==> src/core/rps_consts.vh <==
// Constants of the reset pin sequencer: counts, widths and reset values.
// Assumes one 20 MHz clock; included by bare name from core files.
`ifndef RPS_CONSTS_VH
`define RPS_CONSTS_VH
`define RPS_CLK_HZ        20000000
`define RPS_DRIVE_CYC     12'd512
`define RPS_FLOAT_CYC     12'd10
`define RPS_FIRST_BUS_CYC 12'd10
`define RPS_MSTR_MIN_CYC  12'd4
`define RPS_TSC_CYC       12'd10
`define RPS_CNT_W         12
`define RPS_TSC_MS        20
`define RPS_TSC_WORST_CYC (`RPS_TSC_MS * (`RPS_CLK_HZ / 1000))
`define RPS_WRITE_HOLD    8'h10
`define RPS_PORT_W        8
`define RPS_PORT_RST      8'h00
`define RPS_CAUSE_W       4
`define RPS_CAUSE_EXT     0
`define RPS_CAUSE_INT     1
`define RPS_CAUSE_POR     2
`define RPS_CAUSE_TSC     3
`endif

==> src/core/rps_count.v <==
// Loadable down counter with a done flag for the sequencer phases.
// Assumes load and enable come from the same clock domain.
`timescale 1ns/1ps
`include "rps_consts.vh"
`default_nettype none
module rps_count (
  input  wire                  clk,   // System clock
  input  wire                  rst,   // Async reset
  input  wire                  load,  // Load start value
  input  wire [`RPS_CNT_W-1:0] value, // Start value
  input  wire                  en,    // Count enable
  output wire                  done   // Count reached zero
);
  reg [`RPS_CNT_W-1:0] cnt;
  assign done = (cnt == {`RPS_CNT_W{1'b0}});
  always @(posedge clk or posedge rst) begin
    if (rst) begin
      cnt <= {`RPS_CNT_W{1'b0}};
    end else if (load) begin
      cnt <= value;
    end else if (en && !done) begin
      cnt <= cnt - 1'b1;
    end
  end
endmodule // rps_count
`default_nettype wire

==> src/core/rps_sync.v <==
// Two-stage synchroniser for one level from outside the clock domain.
// Assumes asynchronous active-high reset, sampled value defaults low.
`timescale 1ns/1ps
`default_nettype none
module rps_sync (
  input  wire clk,     // System clock
  input  wire rst,     // Async reset
  input  wire d,       // Asynchronous level
  output reg  q        // Synchronised level
);
  reg meta;
  always @(posedge clk or posedge rst) begin
    if (rst) begin
      meta <= 1'b0;
      q    <= 1'b0;
    end else begin
      meta <= d;
      q    <= meta;
    end
  end
endmodule // rps_sync
`default_nettype wire

==> src/core/rps_top.v <==
// Reset pin sequencer: stretches and re-tests the open-drain reset pin,
// holds pin states during reset and applies the three-state control.
// Assumes SYS_CLK is the bus clock; pins arrive asynchronously.
// Contract
// Ports default to inputs, functions disabled
// Integration pins inactive while reset asserted
// Mode select before reset exception processing
// Outputs run, inputs high impedance afterwards
// General-purpose port pins become hi-Z inputs
// Outside holds reset pin for minimum time
// External reset postponed until write completes; code stops waiting once wait_cnt counts down from 16 to 0
// Drive pin 512 cycles after external release
// Internal reset drives at least 512 cycles
// Float 10 cycles, sample; high starts exception
// Low sample repeats drive, float, sample
// Power-on holds until lock plus 512
// Modules reset after four master-reset cycles
// Three-state held 10 cycles then hi-Z
// External clock: hi-Z after 10 pulses
// Synthesizer clock: up to 20 ms
// After three-state, stay off until power cycle
// First bus cycle 10 cycles after release
// Record causes at release, several allowed
// Reset pin synchronised by two flip-flops
// Reset pin only pulled low or released
`timescale 1ns/1ps
`include "rps_consts.vh"
`default_nettype none
module rps_top (
  input  wire                    SYS_CLK,            // Bus clock, 20 MHz
  input  wire                    RESET,              // Async reset, high
  input  wire                    RESET_PIN_IN,       // Reset pin level
  output reg                     RESET_PIN_OUT,      // Reset pin out, always 0
  output reg                     RESET_PIN_OE,       // High pulls pin low
  input  wire                    INTERNAL_RESET_REQ, // Internal reset request
  input  wire                    POWER_ON,           // Power-on reset active
  input  wire                    SYNTH_LOCK,         // Synthesizer locked
  input  wire                    WRITE_BUSY,         // Bus write in progress
  input  wire                    THREE_STATE_CONTROL,// Three-state request
  input  wire                    CLOCK_SOURCE_SELECT,// Low selects external clock
  input  wire                    EXTERNAL_CLOCK_INPUT,// External clock pin
  output reg                     MASTER_RESET_INTERNAL, // Reset to core
  output reg                     MODULE_RESET,       // Reset to other modules
  output reg                     MODE_SAMPLE,        // Mode select strobe
  output reg                     EXCEPTION_START,    // Start reset exception
  output reg                     FIRST_BUS_GO,       // First bus cycle allowed
  output reg  [`RPS_CAUSE_W-1:0] RESET_CAUSE,        // Recorded reset causes
  output reg                     CAUSE_UPDATE,       // Cause record updated
  output reg  [`RPS_PORT_W-1:0]  PORT_DIR,           // Port direction, 1 out
  output reg  [`RPS_PORT_W-1:0]  PIN_FUNC_EN,        // Peripheral function on
  output reg                     SIM_PINS_INACTIVE,  // Integration pins idle
  output reg                     ALL_OUTPUTS_OFF     // All drivers hi-Z
);
  parameter [31:0] TSC_WORST_CYC = `RPS_TSC_WORST_CYC;

  // ----------------------------------------------------------------
  // Pin synchronisers
  // ----------------------------------------------------------------
  wire pin_s;
  wire tsc_s;
  wire xclk_s;
  wire src_s;
  rps_sync u_sync_pin (.clk(SYS_CLK), .rst(RESET), .d(RESET_PIN_IN),
                       .q(pin_s));
  rps_sync u_sync_tsc (.clk(SYS_CLK), .rst(RESET), .d(THREE_STATE_CONTROL),
                       .q(tsc_s));
  rps_sync u_sync_xck (.clk(SYS_CLK), .rst(RESET), .d(EXTERNAL_CLOCK_INPUT),
                       .q(xclk_s));
  rps_sync u_sync_src (.clk(SYS_CLK), .rst(RESET), .d(CLOCK_SOURCE_SELECT),
                       .q(src_s));
  wire pin_low = ~pin_s;

  // ----------------------------------------------------------------
  // Sequencer states
  // ----------------------------------------------------------------
  localparam [6:0] S_IDLE  = 7'h01;
  localparam [6:0] S_WAIT  = 7'h02;
  localparam [6:0] S_HOLD  = 7'h04;
  localparam [6:0] S_DRIVE = 7'h08;
  localparam [6:0] S_FLOAT = 7'h10;
  localparam [6:0] S_MODE  = 7'h20;
  localparam [6:0] S_BUS   = 7'h40;

  reg [6:0] state;
  reg [6:0] next_state;
  reg       ext_latched;
  reg       int_src;
  reg [`RPS_CAUSE_W-1:0] cause_acc;
  reg [7:0] wait_cnt;
  reg       por_seen;

  // Phase counter shared by drive, float and bus-start phases
  reg                   cnt_load;
  reg [`RPS_CNT_W-1:0]  cnt_value;
  wire                  cnt_done;
  rps_count u_phase (.clk(SYS_CLK), .rst(RESET), .load(cnt_load),
                     .value(cnt_value), .en(1'b1), .done(cnt_done));

  function is_driving;
    input [6:0] st;
    begin
      is_driving = (st == S_DRIVE);
    end
  endfunction

  // Pin must read high once before a low counts as an outside request
  reg pin_armed;
  always @(posedge SYS_CLK or posedge RESET) begin
    if (RESET) begin
      pin_armed <= 1'b0;
    end else if (pin_s) begin
      pin_armed <= 1'b1;
    end
  end

  wire int_req = INTERNAL_RESET_REQ | POWER_ON;
  wire ext_req = pin_low & pin_armed & ~is_driving(state) & (state != S_FLOAT);

  always @* begin
    next_state = state;
    cnt_load   = 1'b0;
    cnt_value  = `RPS_DRIVE_CYC;
    case (state)
      S_IDLE, S_BUS: begin
        if (int_req) begin
          next_state = S_DRIVE;
          cnt_load   = 1'b1;
        end else if (ext_req) begin
          next_state = S_WAIT;
        end else if (state == S_BUS && cnt_done) begin
          next_state = S_IDLE;
        end
      end
      S_WAIT: begin
        if (wait_cnt == 8'h00 || !WRITE_BUSY) begin
          next_state = S_HOLD;
        end
      end
      S_HOLD: begin
        // Outside still holds the pin; wait for its release
        if (!ext_latched) begin
          next_state = S_DRIVE;
          cnt_load   = 1'b1;
        end
      end
      S_DRIVE: begin
        // Count stays loaded until lock and power good
        if (POWER_ON || (por_seen && !SYNTH_LOCK)) begin
          cnt_load   = 1'b1;
        end else if (cnt_done && !int_req) begin
          next_state = S_FLOAT;
          cnt_load   = 1'b1;
          cnt_value  = `RPS_FLOAT_CYC;
        end
      end
      S_FLOAT: begin
        if (cnt_done) begin
          cnt_load = 1'b1;
          if (pin_s) begin
            next_state = S_MODE;
          end else begin
            next_state = S_DRIVE;
          end
        end
      end
      S_MODE: begin
        next_state = S_BUS;
        cnt_load   = 1'b1;
        cnt_value  = `RPS_FIRST_BUS_CYC;
      end
      default: begin
        next_state = S_IDLE;
      end
    endcase
  end

  // ----------------------------------------------------------------
  // Sequencer registers and cause record
  // ----------------------------------------------------------------
  always @(posedge SYS_CLK or posedge RESET) begin
    if (RESET) begin
      state       <= S_IDLE;
      ext_latched <= 1'b0;
      int_src     <= 1'b0;
      cause_acc   <= {`RPS_CAUSE_W{1'b0}};
      wait_cnt    <= `RPS_WRITE_HOLD;
      por_seen    <= 1'b0;
    end else begin
      state <= next_state;
      if (state == S_WAIT) begin
        wait_cnt <= wait_cnt - 8'h01;
      end else begin
        wait_cnt <= `RPS_WRITE_HOLD;
      end
      ext_latched <= (next_state == S_WAIT) | ((state == S_WAIT || state == S_HOLD) & pin_low);
      // Clear first so a cause arriving at release is kept
      if (state == S_MODE) begin
        cause_acc <= {`RPS_CAUSE_W{1'b0}};
        int_src   <= 1'b0;
        por_seen  <= 1'b0;
      end
      if (next_state == S_WAIT) begin
        cause_acc[`RPS_CAUSE_EXT] <= 1'b1;
      end
      if (INTERNAL_RESET_REQ) begin
        cause_acc[`RPS_CAUSE_INT] <= 1'b1;
        int_src <= 1'b1;
      end
      if (POWER_ON) begin
        cause_acc[`RPS_CAUSE_POR] <= 1'b1;
        por_seen <= 1'b1;
      end
    end
  end

  // ----------------------------------------------------------------
  // Master reset and module reset after four held cycles
  // ----------------------------------------------------------------
  reg [`RPS_CNT_W-1:0] mstr_cnt;
  wire in_reset = (state != S_IDLE) && (state != S_BUS);
  always @(posedge SYS_CLK or posedge RESET) begin
    if (RESET) begin
      mstr_cnt <= {`RPS_CNT_W{1'b0}};
    end else if (!in_reset) begin
      mstr_cnt <= {`RPS_CNT_W{1'b0}};
    end else if (mstr_cnt < `RPS_MSTR_MIN_CYC) begin
      mstr_cnt <= mstr_cnt + 12'd1;
    end
  end

  // ----------------------------------------------------------------
  // Three-state control
  // ----------------------------------------------------------------
  reg [`RPS_CNT_W-1:0] tsc_cnt;
  reg [31:0]           tsc_wd;
  reg                  xclk_d;
  reg                  tsc_lock;
  wire xclk_rise = xclk_s & ~xclk_d;
  wire tsc_tick  = src_s ? 1'b1 : xclk_rise;
  always @(posedge SYS_CLK or posedge RESET) begin
    if (RESET) begin
      tsc_cnt  <= {`RPS_CNT_W{1'b0}};
      tsc_wd   <= 32'h00000000;
      xclk_d   <= 1'b0;
      tsc_lock <= 1'b0;
    end else begin
      xclk_d <= xclk_s;
      if (!tsc_s) begin
        tsc_cnt <= {`RPS_CNT_W{1'b0}};
        tsc_wd  <= 32'h00000000;
      end else begin
        if (tsc_tick && tsc_cnt < `RPS_TSC_CYC) begin
          tsc_cnt <= tsc_cnt + 12'd1;
        end
        if (tsc_wd < TSC_WORST_CYC) begin
          tsc_wd <= tsc_wd + 32'h00000001;
        end
      end
      if (tsc_s && (tsc_cnt == `RPS_TSC_CYC || tsc_wd == TSC_WORST_CYC)) begin
        tsc_lock <= 1'b1;
      end
    end
  end

  // ----------------------------------------------------------------
  // Registered outputs
  // ----------------------------------------------------------------
  always @(posedge SYS_CLK or posedge RESET) begin
    if (RESET) begin
      RESET_PIN_OUT         <= 1'b0;
      RESET_PIN_OE          <= 1'b1;
      MASTER_RESET_INTERNAL <= 1'b1;
      MODULE_RESET          <= 1'b0;
      MODE_SAMPLE           <= 1'b0;
      EXCEPTION_START       <= 1'b0;
      FIRST_BUS_GO          <= 1'b0;
      RESET_CAUSE           <= {`RPS_CAUSE_W{1'b0}};
      CAUSE_UPDATE          <= 1'b0;
      PORT_DIR              <= `RPS_PORT_RST;
      PIN_FUNC_EN           <= `RPS_PORT_RST;
      SIM_PINS_INACTIVE     <= 1'b1;
      ALL_OUTPUTS_OFF       <= 1'b0;
    end else begin
      RESET_PIN_OUT         <= 1'b0;
      RESET_PIN_OE          <= is_driving(next_state) & ~tsc_lock;
      MASTER_RESET_INTERNAL <= in_reset;
      MODULE_RESET          <= in_reset && (mstr_cnt >= `RPS_MSTR_MIN_CYC);
      MODE_SAMPLE           <= (state == S_MODE);
      EXCEPTION_START       <= (state == S_BUS) && cnt_done && !int_req;
      FIRST_BUS_GO          <= (state == S_BUS) && cnt_done;
      CAUSE_UPDATE          <= (state == S_MODE);
      if (state == S_MODE) begin
        RESET_CAUSE <= cause_acc | {tsc_lock, 1'b0, 1'b0, 1'b0};
      end
      if (in_reset) begin
        PORT_DIR    <= `RPS_PORT_RST;
        PIN_FUNC_EN <= `RPS_PORT_RST;
      end
      SIM_PINS_INACTIVE <= in_reset | tsc_lock;
      ALL_OUTPUTS_OFF   <= tsc_lock;
    end
  end
endmodule // rps_top
`default_nettype wire

==> config.mk <==
export PLATFORM = sky130hd
export DESIGN_NAME = rps_top
export DESIGN_NICKNAME = d
export VERILOG_FILES = /design/src/core/rps_count.v /design/src/core/rps_sync.v /design/src/core/rps_top.v
export VERILOG_INCLUDE_DIRS = /design/src /design/src/core
export SDC_FILE = /design/constraint.sdc
export NUM_CORES = 1
export LEC_CHECK = 0
export BUFFER_PORTS_ARGS = -buffer_cell sky130_fd_sc_hd__buf_2
export CAP_MARGIN = 20
export CORE_MARGIN = 8
export CORE_UTILIZATION = 55
export DETAILED_ROUTE_END_ITERATION = 16
export PLACE_DENSITY = 0.78
export SLEW_MARGIN = 20
export SYNTH_ARGS = -nofsm -noshare
export SYNTH_HDL_FRONTEND = slang
export SYNTH_HIERARCHICAL = 1
export SYNTH_SLANG_ARGS = --single-unit
export TNS_END_PERCENT = 1
==> constraint.sdc <==
create_clock -name SYS_CLK -period 2.7 [get_ports SYS_CLK]
set_input_delay 0.135 -clock SYS_CLK [delete_from_list [all_inputs] [get_ports SYS_CLK]]
set_output_delay 0.135 -clock SYS_CLK [all_outputs]
set_load 0.01 [all_outputs]
==> metrics.yaml <==
p_int_w: 0.00275
vias: 3564
synth_cell_types: 70
ctsHtreeMaxLevel: 3
pin_count: 40
antenna_found_initial: 0
power_density_nw_per_um2: 704
worst_ep_arrival_time_ns: 2.64
synth_area_leader_cell: "dfrtp_1"
dr.pass1.iters: 4
status: "complete, no violations"
fp.dieH_um: 113
design_area_um2: 5720
grt_max_degree: 91
initialDrtViolationCount: 137
core_um2: 9200
power_frac_seq: 0.509
max_freq_ghz: 0.425
switching_share: 0.316
power_leakage_nw: 2.65
clockPowerShare: 0.247
synth-main-ff-cell: "dfrtp_1"
cts_buffer_depth: 2
port_buffers: 22
path_clk_slew_ns: 0.10
startpoint_type: "flip-flop"
finClkSkew_ns: 0.0158
cts_tree: "built"
ys_warn_count: 6
worst_slack_ns: 0.350
synth-edff-count: 0
rsz0062_at_grt: "no"
criticalPathCategory: "reg -> reg"
async_flop_share: 1.00
finalHoldViolations: 0
cts_buffers: 9
slew_violations: 0
cts_setup_buffers: 0
yosysMostFrequentCell: "dfrtp_1"
antenna_left: 0
yosys_register_bits: 110
hold_start: "WRITE_BUSY"
final_cell_count_no_fill: 653
ys_top_cells_by_count: "105 x dfrtp_1, 40 x nand2_1, 33 x nor2_1, 31 x inv_1, 22 x and2_1"
track_usage: 0.158
netlist_area_um2: 5200
synthDominantCellAreaShare: 0.505
reg2reg_from: "u_phase/cnt[3]"
tightest_slew_ns: 0.484
crit_chain: "nor3_1, nand3_1, inv_1, inv_1, o311ai_1, o311ai_0, nor2b_1"
syn_avg_cell_area_um2: 10.6
min_period_ns: 2.35
drc: 0
setup_viol: 0
netlist_top_cells_area: "dfrtp_1 51%, xnor2_1 3.2%, nand2_1 2.9%, and2_1 2.6%, buf_4 2.6%"
setup_tns_ns: 0
syn2layout_area_growth_pct: 9.86
synth_cells: 491
grt_pass1_wl_um: 16500
cp_data_required_time_ns: 2.99
path_max_fanout: 7
clockRootBuffer: "clkbuf_8"
relSlewSlack: 0.669
place_hpwl_um: 6770
grt_overflow: 0
end_kind: "flip-flop"
worstHoldPathType: "in -> reg"
totalWireLength_um: 9550
wire_per_inst_um: 14.6
die_w_um: 113
grt_pass1_vias: 3496
cp_slowest_cell: "dfrtp_1"
ys_seq_area_frac: 0.530
start_util: 0.566
crit_top_cell: "inv_1"
antenna_cells: 0
layout-drive-gt1-share: 0.149
routed_via_density: 5.46
pre_cts_ws_ns: 0.200
max_cap_violations: 0
nets: 556
dpl.cell_count: 630
place_area_um2: 5440
core.rowCount: 35
crit_path_start: "u_phase/cnt[3]"
ir_worst_vdd_v: 0.000405
max_stage_delay_ns: 0.45
cts.sinks: 110
gp_congestion: 0.831
switching_power_w: 0.00127
clk_latency_ns: 0.36
combinationalPowerShare: 0.244
dieArea_um2: 12800
finalCritPeriodShare: 0.870
[worst paths after layout]
kind,to,slack (ns),cells after the start
max in group asynchronous,state[0],1.86,4
worst min register to register,u_sync_pin/q,0.35,0
min in group asynchronous,u_sync_pin/q,0.22,3
worst min-delay path,state[2],0.14,4
worst max register to register,RESET_PIN_OE,0.35,7
worst max-delay path,RESET_PIN_OE,0.35,7
[routing by layer]
metal | share of wire | GRT usage | wire length [um] | vias up
li1 | - | - | - | 1748
met1 | 0.47 | 0.208 | 4500 | 1721
met2 | 0.46 | 0.246 | 4420 | 76
met3 | 0.041 | 0.0298 | 391 | 19
met4 | 0.025 | 0.0728 | 236 | 0
met5 | 0 | 0 | 0 | -
[power groups by stage]
| stage | clock network [W] | logic (W) | registers (W) |
|---|---|---|---|
| 2_1_floorplan | 0 | 0.000755 | 0.00204 |
| 3_3_place_gp | 0 | 0.000934 | 0.00206 |
| 4_1_cts | 0.00102 | 0.000985 | 0.00205 |
| 6_report | 0.000994 | 0.000980 | 0.00205 |
| 3_5_place_dp | 0 | 0.000975 | 0.00208 |
| 5_1_grt | 0.00109 | 0.00111 | 0.00208 |
[registers in the layout, indices dropped and copies added, names as in the netlist, 3 cells and up]
register     cells
tsc_cnt         12
wait_cnt         8
tsc_wd          32
cause_acc        3
RESET_CAUSE      4
state            7
mstr_cnt        12
u_phase/cnt     12
[area by class of cell]
| class | count | area, um2 |
|---|---|---|
| Tap cell | 111 | 139 |
| Sequential cell | 110 | 2760 |
| Fill cell | 733 | 3480 |
| Timing Repair Buffer | 38 | 260 |
| Clock inverter | 3 | 42.5 |
| Multi-Input combinational cell | 346 | 2230 |
| Clock buffer | 13 | 159 |
| Inverter | 32 | 121 |
[logic make-up after synthesis]
kind of cell             Yosys count  synth area share
AO/OA/AOI/OAI                     84             0.115
XOR/XNOR                          23            0.0387
adder cells (fa/ha/maj)            9            0.0216
buffers and inverters             63            0.0604
flip-flops                       110             0.530
multiplexers                       6            0.0118
other                              2           0.00144
AND/OR/NAND/NOR                  194             0.221
[through the flow]
step	total power, W	utilization	hold WS [ns]
6_report	0.00402	0.621	0.138
4_1_cts	0.00406	0.620	0.00132
3_5_place_dp	0.00305	0.592	0.0474
3_3_place_gp	0.00300	0.592	0.0423
5_1_grt	0.00427	0.621	0.163
2_1_floorplan	0.00280	-	-0.124
[critical path: cells and delay by family (launching register included)]
family	cells	cell delay (ns)
buffers and inverters	2	0.33
AOI/OAI and AO/OA	2	0.71
DFF	1	0.45
and+or+nand+nor	3	0.78
[layout by cell type (no fill, tap or decap), drive strengths merged, types with 4 or more instances in the layout]
master       instances
dfrtp              105
nand2               40
nor2                33
buf                 31
inv                 30
conb                30
and2                23
o21ai               20
xnor2               19
a21oi               17
nor3                14
clkbuf              13
nor2b               12
nor4                10
nand3                9
ha                   9
or3                  8
or4                  7
dlygate4sd3          7
a21o                 7
o31ai                7
or2                  6
nand4                6
dfstp                5
nand2b               5
mux2i                5
a2111oi              5
nor4b                5
nand4b               4
xor2                 4
and3                 4
a211oi               4
[repair_timing]
action | CTS | global route
hold buffers | 6 | 1
endpoints found under the setup margin | 0 | 5
hold endpoints to repair | 110 | 1
gates resized for setup | 0 | 1
Power figures use the tool's default switching activity.
